`config.mk`:
```
export PLATFORM = sky130hd
export DESIGN_NAME = pscr_regs
export DESIGN_NICKNAME = d
export VERILOG_FILES = /design/src/rtl/pscr_pkg.sv /design/src/rtl/pscr_qchg_timer.sv /design/src/rtl/pscr_regs.sv
export SDC_FILE = /design/constraint.sdc
export NUM_CORES = 1
export LEC_CHECK = 0
export BUFFER_PORTS_ARGS = -buffer_cell sky130_fd_sc_hd__buf_4
export CAP_MARGIN = 30
export CORE_MARGIN = 5
export CORE_UTILIZATION = 41
export DETAILED_ROUTE_END_ITERATION = 10
export HOLD_SLACK_MARGIN = 0.15
export PLACE_DENSITY = 0.68
export REMOVE_ABC_BUFFERS = 1
export SLEW_MARGIN = 20
export SYNTH_ARGS = -nofsm -noshare
export SYNTH_HDL_FRONTEND = slang
export SYNTH_SLANG_ARGS = --single-unit
export TNS_END_PERCENT = 5
```
`constraint.sdc`:
```
create_clock -name clk_i -period 2.8 [get_ports clk_i]
set_clock_uncertainty 0.1 [all_clocks]
set_input_delay 0.28 -clock clk_i [delete_from_list [all_inputs] [get_ports clk_i]]
set_output_delay 0.28 -clock clk_i [all_outputs]
set_load 0.01 [all_outputs]
```
`src/rtl/pscr_pkg.sv`:
```
// Package for the paged system configuration register bank.
// Assumes an 8-bit register port from the control interface front end.
package pscr_pkg;

  // ****************************************************************
  // Register offsets and widths
  // ****************************************************************
  localparam int          PSCR_DW          = 8;
  localparam logic [7:0]  PSCR_OFF_PAGE    = 8'h00;
  localparam logic [7:0]  PSCR_OFF_RESET   = 8'h01;
  localparam logic [7:0]  PSCR_OFF_REFCFG  = 8'h02;
  localparam logic [7:0]  PSCR_OFF_SUPPLY  = 8'h03;
  localparam logic [7:0]  PSCR_OFF_BCAST   = 8'h04;
  localparam logic [7:0]  PSCR_PAGE_CFG    = 8'h00;

  // ****************************************************************
  // Reset values and field positions
  // ****************************************************************
  localparam logic [7:0]  PSCR_RST_VAL     = 8'h00;
  localparam int          PSCR_SRST_BIT    = 0;
  localparam int          PSCR_QCHG_LSB    = 4;
  localparam int          PSCR_WAKEREF_BIT = 3;
  localparam int          PSCR_AMODE_BIT   = 2;
  localparam int          PSCR_IOMODE_BIT  = 1;
  localparam int          PSCR_WAKE_BIT    = 0;
  localparam int          PSCR_AFORCE_BIT  = 7;
  localparam int          PSCR_IOFORCE_BIT = 6;
  localparam int          PSCR_UVSD_BIT    = 1;
  localparam int          PSCR_UVWAKE_BIT  = 0;
  localparam int          PSCR_BCAST_BIT   = 1;
  // Writable-bit masks; host writes cannot change other bits
  localparam logic [7:0]  PSCR_MASK_RESET  = 8'h01;
  localparam logic [7:0]  PSCR_MASK_REFCFG = 8'hff;
  localparam logic [7:0]  PSCR_MASK_SUPPLY = 8'h01;
  localparam logic [7:0]  PSCR_MASK_BCAST  = 8'hff;

  // ****************************************************************
  // Timing: quick-charge durations in microseconds, clock 20 MHz
  // ****************************************************************
  localparam int          PSCR_CLK_HZ      = 20000000;
  localparam int          PSCR_QCHG0_US    = 3500;
  localparam int          PSCR_QCHG1_US    = 10000;
  localparam int          PSCR_QCHG2_US    = 50000;
  localparam int          PSCR_QCHG3_US    = 100000;
  localparam int          PSCR_CYC_PER_US  = PSCR_CLK_HZ / 1000000;

  // Register port request carried as one struct
  typedef struct packed {
    logic       wr;
    logic       rd;
    logic [7:0] addr;
    logic [7:0] wdata;
  } pscr_req_t;

  // Supply condition inputs from the analog monitors
  typedef struct packed {
    logic analog_high;
    logic io_high;
    logic undervoltage;
  } pscr_sup_t;

endpackage

```
`src/rtl/pscr_qchg_timer.sv`:
```
// Quick-charge timer: counts the selected duration once started.
// Assumes a single 20 MHz clock and a one-cycle start pulse.
`timescale 1ns/1ps
module pscr_qchg_timer
  import pscr_pkg::*;
#(
  parameter int QCHG0_CYC = PSCR_QCHG0_US * PSCR_CYC_PER_US,
  parameter int QCHG1_CYC = PSCR_QCHG1_US * PSCR_CYC_PER_US,
  parameter int QCHG2_CYC = PSCR_QCHG2_US * PSCR_CYC_PER_US,
  parameter int QCHG3_CYC = PSCR_QCHG3_US * PSCR_CYC_PER_US
) (
  input  wire logic       clk_i,
  input  wire logic       rst_n_i,
  input  wire logic       clear_i,
  input  wire logic       start_i,
  input  wire logic [1:0] sel_i,
  output logic            busy_o
);

  logic [21:0] cnt_q;
  logic [21:0] cnt_d;
  logic [21:0] load;

  // ****************************************************************
  // Duration select and down counter
  // ****************************************************************
  always_comb begin
    case (sel_i)
      2'h0:    load = 22'(QCHG0_CYC);
      2'h1:    load = 22'(QCHG1_CYC);
      2'h2:    load = 22'(QCHG2_CYC);
      default: load = 22'(QCHG3_CYC);
    endcase
    cnt_d = cnt_q;
    if (clear_i) begin
      cnt_d = '0;
    end else if (start_i) begin
      cnt_d = load;
    end else if (cnt_q != '0) begin
      cnt_d = cnt_q - 22'h1;
    end
  end

  // Counter register; busy taken from the registered count
  always_ff @(posedge clk_i or negedge rst_n_i) begin
    if (!rst_n_i) begin
      cnt_q <= '0;
    end else begin
      cnt_q <= cnt_d;
    end
  end

  assign busy_o = (cnt_q != '0);

endmodule

```
`src/rtl/pscr_regs.sv`:
```
// Paged system configuration registers, offsets 0 to 4 of the map.
// Assumes the control interface front end delivers single-cycle
// read and write strobes with an 8-bit offset, synchronous to clk_i.
//
// Behaviour
// - Page selector at offset zero, 8 bits
// - Soft reset bit resets all, self clears
// - Soft reset equals power-on defaults, except an undervoltage event in the same cycle stays flagged
// - Quick-charge field selects four durations
// - Wake-with-reference bit chooses enables on wake
// - Analog supply mode bit selects regulator
// - I/O supply mode bit selects speed
// - Wake control bit, reset keeps sleep
// - Analog forced flag reports supply override
// - I/O forced flag reports supply override
// - Undervoltage shutdown flag reports past event
// - Undervoltage wake select decides post-shutdown state
// - Broadcast enable bit accepts broadcast address
`timescale 1ns/1ps
module pscr_regs
  import pscr_pkg::*;
(
  input  wire logic        clk_i,
  input  wire logic        rst_n_i,
  input  wire pscr_req_t   req_i,
  input  wire pscr_sup_t   sup_i,
  output logic [7:0]       rdata_o,
  output logic             rvalid_o,
  output logic [7:0]       page_o,
  output logic             digital_regulator_en_o,
  output logic             reference_en_o,
  output logic             analog_supply_mode_o,
  output logic             io_supply_mode_o,
  output logic             reference_charging_o,
  output logic             broadcast_address_enable_o,
  output logic             undervoltage_shutdown_flag_o
);

  // ****************************************************************
  // Register state
  // ****************************************************************
  logic [7:0] page_q, page_d;
  logic [7:0] refcfg_q, refcfg_d;
  logic [7:0] bcast_q, bcast_d;
  logic       uvwake_q, uvwake_d;
  logic       uvsd_q, uvsd_d;
  logic       srst_q, srst_d;
  logic       asleep_q, asleep_d;
  logic [7:0] rdata_q, rdata_d;
  logic       rvalid_q, rvalid_d;
  logic       digital_regulator_q, digital_regulator_d;
  logic       vref_q, vref_d;
  logic       amode_q, amode_d;
  logic       iomode_q, iomode_d;
  logic       chg_q;
  logic       uv_prev_q;
  logic       wr_here;
  logic       page0;
  logic       uv_rise;
  logic       wake_now;
  logic       qchg_busy;
  logic [7:0] status;

  // Only page 0 holds this bank, but the selector answers on any page
  assign page0   = (page_q == PSCR_PAGE_CFG);
  assign wr_here = req_i.wr && (page0 || req_i.addr == PSCR_OFF_PAGE);
  assign uv_rise = sup_i.undervoltage && !uv_prev_q;

  // Status view: forced flags are live, reserved bits read zero
  always_comb begin
    status                   = PSCR_RST_VAL;
    status[PSCR_AFORCE_BIT]  = sup_i.analog_high;
    status[PSCR_IOFORCE_BIT] = sup_i.io_high;
    status[PSCR_UVSD_BIT]    = uvsd_q;
    status[PSCR_UVWAKE_BIT]  = uvwake_q;
  end

  // ****************************************************************
  // Next-state logic for registers and read port
  // ****************************************************************
  always_comb begin
    page_d   = page_q;
    refcfg_d = refcfg_q;
    bcast_d  = bcast_q;
    uvwake_d = uvwake_q;
    uvsd_d   = uvsd_q || uv_rise;
    srst_d   = 1'b0;
    rdata_d  = PSCR_RST_VAL;
    rvalid_d = req_i.rd;
    // Masks drop host writes to bits outside them; the REFCFG and BCAST masks pass all 8 bits
    if (wr_here) begin
      case (req_i.addr)
        PSCR_OFF_PAGE:   page_d = req_i.wdata;
        PSCR_OFF_RESET:  srst_d = req_i.wdata[PSCR_SRST_BIT] & PSCR_MASK_RESET[PSCR_SRST_BIT];
        PSCR_OFF_REFCFG: refcfg_d = req_i.wdata & PSCR_MASK_REFCFG;
        PSCR_OFF_SUPPLY: uvwake_d = req_i.wdata[PSCR_UVWAKE_BIT] & PSCR_MASK_SUPPLY[PSCR_UVWAKE_BIT];
        PSCR_OFF_BCAST:  bcast_d = req_i.wdata & PSCR_MASK_BCAST;
        default:         page_d = page_q;
      endcase
    end
    if (req_i.rd && (page0 || req_i.addr == PSCR_OFF_PAGE)) begin
      case (req_i.addr)
        PSCR_OFF_PAGE:   rdata_d = page_q;
        PSCR_OFF_RESET:  rdata_d = {7'h00, srst_q};
        PSCR_OFF_REFCFG: rdata_d = refcfg_q;
        PSCR_OFF_SUPPLY: rdata_d = status;
        PSCR_OFF_BCAST:  rdata_d = bcast_q;
        default:         rdata_d = PSCR_RST_VAL;
      endcase
    end
  end

  // ****************************************************************
  // Sleep control and derived enables
  // ****************************************************************
  // Undervoltage forces sleep; the wake select decides the return
  assign wake_now = refcfg_q[PSCR_WAKE_BIT] && !sup_i.undervoltage;
  always_comb begin
    asleep_d = asleep_q;
    if (sup_i.undervoltage) begin
      asleep_d = 1'b1;
    end else if (uvsd_q && asleep_q && uvwake_q) begin
      asleep_d = 1'b0;
    end else if (!uvsd_q || !asleep_q) begin
      asleep_d = !wake_now;
    end
    digital_regulator_d   = !asleep_d;
    vref_d   = !asleep_d && refcfg_q[PSCR_WAKEREF_BIT];
    // Forced flags override the configured modes back to zero
    amode_d  = refcfg_q[PSCR_AMODE_BIT] && !sup_i.analog_high;
    iomode_d = refcfg_q[PSCR_IOMODE_BIT] && !sup_i.io_high;
  end

  // Quick charge starts when the reference is first enabled
  pscr_qchg_timer u_qchg (
    .clk_i   (clk_i),
    .rst_n_i (rst_n_i),
    .clear_i (srst_q),
    .start_i (vref_d && !vref_q),
    .sel_i   (refcfg_q[PSCR_QCHG_LSB +: 2]),
    .busy_o  (qchg_busy)
  );

  // ****************************************************************
  // Registers; soft reset acts one cycle after the write, like POR
  // ****************************************************************
  always_ff @(posedge clk_i or negedge rst_n_i) begin
    if (!rst_n_i) begin
      page_q    <= PSCR_RST_VAL;
      refcfg_q  <= PSCR_RST_VAL;
      bcast_q   <= PSCR_RST_VAL;
      uvwake_q  <= 1'b0;
      uvsd_q    <= 1'b0;
      srst_q    <= 1'b0;
      asleep_q  <= 1'b1;
      digital_regulator_q    <= 1'b0;
      vref_q    <= 1'b0;
      amode_q   <= 1'b0;
      iomode_q  <= 1'b0;
      chg_q     <= 1'b0;
      uv_prev_q <= 1'b0;
      rdata_q   <= PSCR_RST_VAL;
      rvalid_q  <= 1'b0;
    end else if (srst_q) begin
      page_q    <= PSCR_RST_VAL;
      refcfg_q  <= PSCR_RST_VAL;
      bcast_q   <= PSCR_RST_VAL;
      uvwake_q  <= 1'b0;
      uvsd_q    <= uv_rise;                         // Event in same cycle is kept
      srst_q    <= 1'b0;
      asleep_q  <= 1'b1;
      digital_regulator_q    <= 1'b0;
      vref_q    <= 1'b0;
      amode_q   <= 1'b0;
      iomode_q  <= 1'b0;
      chg_q     <= 1'b0;
      uv_prev_q <= sup_i.undervoltage;
      rdata_q   <= rdata_d;
      rvalid_q  <= rvalid_d;
    end else begin
      page_q    <= page_d;
      refcfg_q  <= refcfg_d;
      bcast_q   <= bcast_d;
      uvwake_q  <= uvwake_d;
      uvsd_q    <= uvsd_d;
      srst_q    <= srst_d;
      asleep_q  <= asleep_d;
      digital_regulator_q    <= digital_regulator_d;
      vref_q    <= vref_d;
      amode_q   <= amode_d;
      iomode_q  <= iomode_d;
      chg_q     <= qchg_busy;
      uv_prev_q <= sup_i.undervoltage;
      rdata_q   <= rdata_d;
      rvalid_q  <= rvalid_d;
    end
  end

  // Outputs straight from flip-flops
  assign page_o                       = page_q;
  assign rdata_o                      = rdata_q;
  assign rvalid_o                     = rvalid_q;
  assign digital_regulator_en_o       = digital_regulator_q;
  assign reference_en_o               = vref_q;
  assign analog_supply_mode_o         = amode_q;
  assign io_supply_mode_o             = iomode_q;
  assign reference_charging_o         = chg_q;
  assign broadcast_address_enable_o   = bcast_q[PSCR_BCAST_BIT];
  assign undervoltage_shutdown_flag_o = uvsd_q;
endmodule

```
==> results of run 1 <==
## per-layer routing
layer	GRT usage	vias to the layer above	wire length, microns
li1	-	1180	-
met1	0.2324	1178	3631
met2	0.2309	35	3310
met3	0.02857	8	198
met4	0.05357	0	97
met5	0	-	0
## cells in the final DEF (no fill, tap or decap), drive strengths merged, types with 7 or more instances in the layout
cell and instances:
inv 7, nand2 15, nor2 51, xnor2 18, nand3 7, dlygate4sd3 13, buf 48, nor4 7
a21oi 14, clkbuf 9, dfrtp 64, mux2i 29
## synthesized netlist by cell type, types with 2 or more instances
| master | number |
|---|---|
| inv_1 | 6 |
| or3_1 | 4 |
| and3_1 | 2 |
| nor3_4 | 2 |
| nand2b_1 | 3 |
| nand3b_1 | 3 |
| and4b_1 | 2 |
| nand4_1 | 2 |
| o22ai_1 | 3 |
| clkbuf_1 | 6 |
| nor2b_1 | 5 |
| dfrtp_1 | 64 |
| buf_2 | 4 |
| nor2_1 | 51 |
| a22oi_1 | 6 |
| o21ai_0 | 3 |
| nor3b_2 | 2 |
| o21ai_1 | 3 |
| mux2_2 | 4 |
| a211oi_1 | 2 |
| xnor2_1 | 18 |
| nand3_1 | 6 |
| nand2_1 | 15 |
| nor4_1 | 4 |
| nor3_1 | 4 |
| nor3b_1 | 3 |
| mux2i_1 | 29 |
| nor4_2 | 2 |
| a21oi_1 | 13 |
## report_power, final
| group | leakage [nW] | internal [mW] | switching [mW] |
|---|---|---|---|
| Clock | 0.0994 | 0.411 | 0.372 |
| Sequential | 0.848 | 1.11 | 0.205 |
| Combinational | 0.902 | 0.323 | 0.292 |
| Total | 1.85 | 1.84 | 0.869 |
## registers in the layout, summed over array words and instances, names as in the netlist, 8 cells and up
name,flops
u_qchg.cnt_q,22
bcast_q,8
page_o,8
rdata_o,8
refcfg_q,8
## layout make-up
class	instances	area, sq um	share of cell area
Multi-Input combinational cell	217	1504	0.3792
Clock buffer	9	123.9	0.03123
Timing Repair Buffer	61	490.5	0.1237
Tap cell	102	127.6	0.03218
Sequential cell	65	1628	0.4104
Clock inverter	7	70.07	0.01767
Inverter	6	22.52	0.005678
## timing repair
| item | CTS | global route |
|---|---|---|
| hold buffers | 13 | 0 |
| endpoints found under the hold margin | 93 | 0 |
| setup buffers | 0 | 0 |
## logic make-up (layout without fill, tap and decap cells)
kind of cell / count (synthesis) / after routing
flops: 65 / 65
buf+inv: 17 / 83
mux: 34 / 34
xor+xnor: 19 / 19
compound gates: 39 / 39
fa+ha+maj: 2 / 2
simple gates: 123 / 123
## worst reg2reg max path, delay by kind of cell, from the launching register on
family        cells  cell delay, ns
flops             1            0.42
mux               1            0.26
simple gates      4            1.39
## final timing paths
kind / from / slack, ns / end
worst max register to register: page_o[3]$_DFFE_PN0P_ / 0.51 / refcfg_q[3]$_DFFE_PN0P_
max in group asynchronous: rst_n_i / 1.59 / rdata_o[5]$_DFF_PN0_
worst min register to register: uv_prev_q$_DFF_PN0_ / 0.34 / undervoltage_shutdown_flag_o$_DFF_PN0_
worst min-delay path: req_i[8] / 0.23 / rdata_o[1]$_DFF_PN0_
worst max-delay path: page_o[3]$_DFFE_PN0P_ / 0.51 / refcfg_q[3]$_DFFE_PN0P_
min in group asynchronous: rst_n_i / 0.47 / u_qchg.cnt_q[8]$_DFFE_PN0P_
==> flow_summary.ini, run 1 <==
[status]
status = completed

[job]
cap_violations = 0

[final_layout]
drive_above_1_share = 0.2274
fill_cells = 708
final_core_util = 0.5160
syn_to_final_growth_pct = 23.78
fin_area_sq_um = 3966
fin_cells = 467
n_antenna_cell = 0
final_nets = 384

[synth]
seq_area_frac_synth = 0.5080
synth_edf_count = 0
synth_top_family_by_area = simple AND/OR/NAND/NOR gates
synthArstFlopShare = 1.000
synth_compound_area_frac = 0.07927
yosysWarningCount = 0
syn_area_sq_um = 3204
synth-adder-area-share = 0.007029
synth_seq_cells = 65
yosysTopAreaCellShare = 0.4998
synth_area_leaders = dfrtp_1, mux2i_1, nor2_1, xnor2_1, a21oi_1
yosys.area.top_type = dfrtp_1
ys.flop_type = dfrtp_1
synth_mux_area_frac = 0.1117
syn_inst = 299
post_synth.cell_area_avg_sq_um = 10.72
synth-simple-area-share = 0.2194
synthXorXnorAreaFrac = 0.05193
yosysUniqueCellTypes = 57

[floorplan]
rows = 32
die_width_microns = 98.41
ioPinCount = 47
die-area_sq_um = 9684
start_util = 0.4168
die_h_microns = 98.41
core_area_sq_um = 7687

[timing]
grt_setup_unrepaired = false
finalSetupViolCount = 0
hold-worst-slack_ns = 0.2297
worst_pin_slew_ns = 0.8039
fin_ws_ns = 0.5096
period_share = 0.8180
hold_viol_final = 0
fin_crit_ns = 2.290
tns_ns = 0
slew_headroom = 0.4641
timing.fmax_ghz = 0.4366
slew_viol_final = 0

[clock_tree]
clock-root-buffer = clkbuf_8
path_clk_slew_ns = 0.08
tritoncts = yes
insertion_delay_ns = 0.34
cts_resized = 0
htreeDepth = 3
clock_path_buffers = 2
cts_sinks = 65
numCtsBuffers = 9

[critical_path]
required_ns = 2.92
cpPeakStageDelay_ns = 0.55
crit_type = flip-flop to flip-flop
rr_worst_depth = 5
cp.depth = 5
endpoint_kind = flip-flop
crit_path_top_delay_cell = and4b_1
crit_path_max_fanout = 8
start_kind = flip-flop
crit_family = simple AND/OR/NAND/NOR gates
crit_buf_inv = 0
arrival_ns = 2.41
cp_cell_sequence = nor4_1 > and3_1 > and4b_1 > mux2i_1 > nor2_1

[pwr]
power_density_nw_per_um2 = 683.9
ir_drop_mv = 0.3390
power.leakage_nw = 1.849
finalPower_mw = 2.713

[route]
drtPass1Iterations = 4
routedWlPerCell_microns = 15.50
drtIter0Drc = 128
vias = 2401
antenna_left = 0
post_drt_via_cell_ratio = 5.141
drc_errors = 0
drt-total-wl_mm = 7.238

[global_routing]
grt_start_max_net_pins = 66
antenna_found_initial = 0
overflow = 0
grt_pass1_wl_mm = 12.32
grt_pass1_vias = 2438
groute.usage.overall = 0.1568

[placed_design]
place_ws_ns = 0.5250
dp_hpwl_mm = 5.056
globalplace.congestion = 0.7919
portBuffers = 46
placed_cells = 438
place_area_sq_um = 3642

[worst_hold_path]
hold_class = input port to flip-flop
hold_depth = 3
(Power assumes the default switching activity.)
==> run 2: changes to the inputs <==
--- a/config.mk
+++ b/config.mk
@@ -11,7 +11,7 @@
 export CORE_UTILIZATION = 41
 export DETAILED_ROUTE_END_ITERATION = 10
 export HOLD_SLACK_MARGIN = 0.15
-export PLACE_DENSITY = 0.68
+export PLACE_DENSITY = 0.7
 export REMOVE_ABC_BUFFERS = 1
 export SLEW_MARGIN = 20
 export SYNTH_ARGS = -nofsm -noshare
==> constraint.sdc (replaced) <==
create_clock -name clk_i -period 2.05 [get_ports clk_i]
set_clock_uncertainty 0.1 [all_clocks]
set_input_delay 0.205 -clock clk_i [delete_from_list [all_inputs] [get_ports clk_i]]
set_output_delay 0.205 -clock clk_i [all_outputs]
set_load 0.01 [all_outputs]
==> flow_summary.ini, run 2 (synthesized netlist as in run 1, its figures left out) <==
[worst_hold_path]
worstHoldStart = req_i[8]
hold_depth = 4
hold_class = input port to flip-flop
hold_path_end = rdata_o[0]$_DFF_PN0_

[final_layout]
largest_register_ffs = 22
fin_area_sq_um = 4220
syn_to_final_growth_pct = 31.71
fill_cells = 660
final_cell_mix = dfrtp_1, buf_4, nor2_1
regMostFlops = u_qchg.cnt_q
n_antenna_cell = 0
multi_input_area_sq_um = 1551
drive_above_1_share = 0.2779
regArea_sq_um = 1628
final_nets = 404

[pwr]
power.leakage_nw = 1.988
power_density_nw_per_um2 = 938.6
ir_drop_mv = 0.4502

[global_routing]
grt_pass1_wl_mm = 13.21
grt_pass1_vias = 2635
antenna_found_initial = 0
overflow = 0
grt_start_max_net_pins = 35
groute.usage.overall = 0.1712

[route]
post_drt_via_cell_ratio = 5.230
drt-total-wl_mm = 7.908
routedWlPerCell_microns = 16.24
drtIter0Drc = 143
drtPass1Iterations = 4
vias = 2547
drc_errors = 0
antenna_left = 0

[critical_path]
start_kind = input port
required_ns = 2.17
rr_endpoint = u_qchg.cnt_q[19]$_DFFE_PN0P_
crit_type = input port to flip-flop
rr_startpoint = u_qchg.cnt_q[15]$_DFFE_PN0P_
arrival_ns = 2.11
endpoint_kind = flip-flop
r2r_slack_ns = 0.11
crit_path_max_fanout = 10
rr_worst_depth = 5
startpoint = req_i[9]

[timing]
fin_ws_ns = 0.05577
period_share = 0.9728
hold_viol_final = 0
timing.fmax_ghz = 0.5014
grt_setup_unrepaired = true
slew_headroom = 0.6722
slew_viol_final = 0
worst_pin_slew_ns = 0.4895
fin_crit_ns = 1.994
finalSetupViolCount = 0

[placed_design]
place_area_sq_um = 3802
globalplace.congestion = 0.8277
place_ws_ns = 0.07803
portBuffers = 46
dp_hpwl_mm = 5.539

[clock_tree]
insertion_delay_ns = 0.34
cts_sinks = 65
clock_path_buffers = 2
path_clk_slew_ns = 0.07
numCtsBuffers = 9
htreeDepth = 3
clock-root-buffer = clkbuf_8
tritoncts = yes

[status]
status = completed

[floorplan]
core_area_sq_um = 7687
die_width_microns = 98.41
die_h_microns = 98.41
die-area_sq_um = 9684
ioPinCount = 47
start_util = 0.4168
rows = 32

[job]
cap_violations = 0
## run 2: changes by cell type in the layout (fill, tap and decap cells not counted), sizes merged
cell,before,now
clkinv,4,3
inv,7,6
dlygate4sd3,13,15
buf,48,66
clkinvlp,1,0
bufinv,1,2
clkbuf,9,11
## run 2: through the flow
step,setup TNS [ns],hold slack [ns],std cells,power [mW],utilization
6_report,0,0.1656,487,3.961,0.5490
5_1_grt,-0.06558,0.1722,487,4.195,0.5490
4_1_cts,0,0.1507,487,3.926,0.5428
3_5_place_dp,0,0.08907,456,2.691,0.4946
3_3_place_gp,0,0.08614,456,2.659,0.4946
2_1_floorplan,0,-0.1906,288,2.381,-
## run 2: final cells by class
type / count / share of cell area
well taps: 102 / 0.03024
flip-flops and latches: 65 / 0.3857
multi-input cells: 217 / 0.3676
inverters: 6 / 0.005336
clock inverters: 5 / 0.01868
repair buffers: 81 / 0.1589
clock buffers: 11 / 0.03350
## run 2: critical path: stages
cell and delay [ns]:
dlygate4sd3_1 0.54, buf_4 0.18, or2_1 0.28, nor3b_4 0.26, and3b_2 0.25, buf_12 0.14, mux2i_1 0.20, nor2_1 0.05
## run 2: how the worst max path moves through the flow
stage	to	slack [ns]	cells past startpoint
floorplan	u_qchg.cnt_q[18]$_DFFE_PN0P_	0.07	7
global placement	u_qchg.cnt_q[21]$_DFFE_PN0P_	0.09	5
detailed placement	rdata_o[0]$_DFF_PN0_	0.08	5
CTS	rdata_o[5]$_DFF_PN0_	0.03	5
global route	page_o[5]$_DFFE_PN0P_	-0.02	8
finish	page_o[5]$_DFFE_PN0P_	0.06	8
## run 2: power by group
part           internal (mW)  switching (mW)  leakage [nW]
combinational          0.518           0.418          1.03
clock                  0.716           0.487         0.113
sequential              1.52           0.305         0.848
## run 2: timing repair
action	in CTS	in global routing
endpoints found under the setup margin	0	40
hold buffers	15	0
gates resized for setup	0	11
endpoints found under the hold margin	99	0
buffers inserted	0	0
## run 2: routing by layer
layer  track usage  wire length [microns]  part of all wire  up-vias
met5             0                      0                 0        -
met1        0.2334                   3549              0.45     1245
met2        0.2668                   3889              0.49       67
met3       0.03143                    303             0.038       14
met4       0.07458                    165             0.021        0
li1              -                      -                 -     1221
==> run 3: changes to the inputs <==
--- a/config.mk
+++ b/config.mk
@@ -9,6 +9,7 @@
 export CAP_MARGIN = 30
 export CORE_MARGIN = 5
 export CORE_UTILIZATION = 41
+export CTS_BUF_LIST = sky130_fd_sc_hd__clkbuf_8
 export DETAILED_ROUTE_END_ITERATION = 10
 export HOLD_SLACK_MARGIN = 0.15
 export PLACE_DENSITY = 0.7
==> flow_summary.ini, run 3 (synthesized netlist as in run 1, its figures left out) <==
[status]
status = completed

[floorplan]
die-area_sq_um = 9684
rows = 32
die_width_microns = 98.41
die_h_microns = 98.41
ioPinCount = 47
start_util = 0.4168
core_area_sq_um = 7687

[final_layout]
drive_above_1_share = 0.2779
n_antenna_cell = 0
final_nets = 404
final_core_util = 0.5490
fill_cells = 660
regMostFlops = u_qchg.cnt_q
fin_area_sq_um = 4220
fin_cells = 487
final_cell_mix = dfrtp_1, buf_4, nor2_1
largest_register_ffs = 22
syn_to_final_growth_pct = 31.71

[route]
antenna_left = 0
vias = 2556
drc_errors = 0
drtIter0Drc = 133
post_drt_via_cell_ratio = 5.248
routedWlPerCell_microns = 16.24
drt-total-wl_mm = 7.910
drtPass1Iterations = 4

[global_routing]
grt_pass1_wl_mm = 13.21
antenna_found_initial = 0
grt_start_max_net_pins = 35
groute.usage.overall = 0.1712
overflow = 0
grt_pass1_vias = 2635

[placed_design]
place_area_sq_um = 3802
placed_cells = 456
portBuffers = 46
dp_hpwl_mm = 5.539
globalplace.congestion = 0.8277

[clock_tree]
path_clk_slew_ns = 0.07
clock-root-buffer = clkbuf_8
tritoncts = yes
cts_setup_buffers = 0
clock_path_buffers = 2
insertion_delay_ns = 0.34
htreeDepth = 3
cts_sinks = 65
numCtsBuffers = 9

[critical_path]
arrival_ns = 2.11
cpPeakStageDelay_ns = 0.54
crit_buf_inv = 3
rr_worst_depth = 6
cp_cell_sequence = dlygate4sd3_1 > buf_4 > or2_1 > nor3b_4 > and3b_2 > buf_12 > mux2i_1 > nor2_1
crit_path_top_delay_cell = dlygate4sd3_1
crit_family = buffers and inverters
crit_type = input port to flip-flop
endpoint_kind = flip-flop
start_kind = input port
cp.depth = 8
crit_path_max_fanout = 10
required_ns = 2.17

[timing]
slew_headroom = 0.6703
fin_crit_ns = 1.994
worst_pin_slew_ns = 0.4924
finalSetupViolCount = 0
hold-worst-slack_ns = 0.1652
tns_ns = 0
period_share = 0.9725
slew_viol_final = 0
grt_setup_unrepaired = true
hold_viol_final = 0
timing.fmax_ghz = 0.5016

[pwr]
power_density_nw_per_um2 = 937.2
power.leakage_nw = 1.992
ir_drop_mv = 0.4498

[worst_hold_path]
hold_depth = 4
hold_class = input port to flip-flop

[job]
cap_violations = 0
-- run 3: cell count changes in the layout (fill, tap and decap cells not counted) --
cell      delta
inv_1        +1
clkbuf_1     -1
-- run 3: where the power goes --
part / internal, mW / switching (mW) / total [mW] / leakage [nW]
combinational: 0.519 / 0.418 / 0.937 / 1.03
clock: 0.711 / 0.485 / 1.20 / 0.117
sequential: 1.52 / 0.306 / 1.82 / 0.848
total: 2.75 / 1.21 / 3.96 / 1.99
-- run 3: stage by stage --
stage	total power [mW]	setup WS (ns)
floorplan	2.381	0.07315
global placement	2.659	0.09225
detailed placement	2.691	0.07803
CTS	3.921	0.02935
global route	4.190	-0.02231
finish	3.955	0.05631
-- run 3: layout make-up --
class                      instances  area (sq um)  share of cell area
clock buffer                      10         137.6             0.03261
clock inverter                     6         82.58             0.01957
inverter                           6         22.52            0.005336
multi-input combinational        217          1551              0.3676
sequential                        65          1628              0.3857
tap                              102         127.6             0.03024
timing repair buffer              81         670.6              0.1589
-- run 3: per-layer routing --
| metal | share of wire | up-vias | wire (microns) | GRT usage |
|---|---|---|---|---|
| li1 | - | 1222 | - | - |
| met1 | 0.45 | 1251 | 3542 | 0.2334 |
| met2 | 0.49 | 70 | 3902 | 0.2668 |
| met3 | 0.040 | 13 | 320 | 0.03143 |
| met4 | 0.018 | 0 | 144 | 0.07458 |
| met5 | 0 | - | 0 | 0 |
-- run 3: path summary, 6_finish.rpt --
path                                                   start                                      to  slack (ns)
worst max register to register  u_qchg.cnt_q[18]$_DFFE_PN0P_             u_qchg.cnt_q[7]$_DFFE_PN0P_        0.11
worst max-delay path                                req_i[9]                   page_o[5]$_DFFE_PN0P_        0.06
max in group asynchronous                            rst_n_i                    rdata_o[4]$_DFF_PN0_        1.05
min in group asynchronous                            rst_n_i                reference_en_o$_DFF_PN0_        0.27
worst min-delay path                                req_i[8]                    rdata_o[0]$_DFF_PN0_        0.17
worst min register to register           uv_prev_q$_DFF_PN0_  undervoltage_shutdown_flag_o$_DFF_PN0_        0.33
-- run 3: worst register-to-register path, delay by kind of cell, from the launching register on --
family / cells / cell delay, ns
simple gates: 3 / 0.84
flops: 1 / 0.42
compound gates: 2 / 0.28
buf+inv: 1 / 0.18
-- run 3: repair_timing --
action | CTS | global route
endpoints found under the setup margin | 0 | 40
hold endpoints to repair | 99 | 0
resized for setup | 0 | 11
hold buffers | 15 | 0
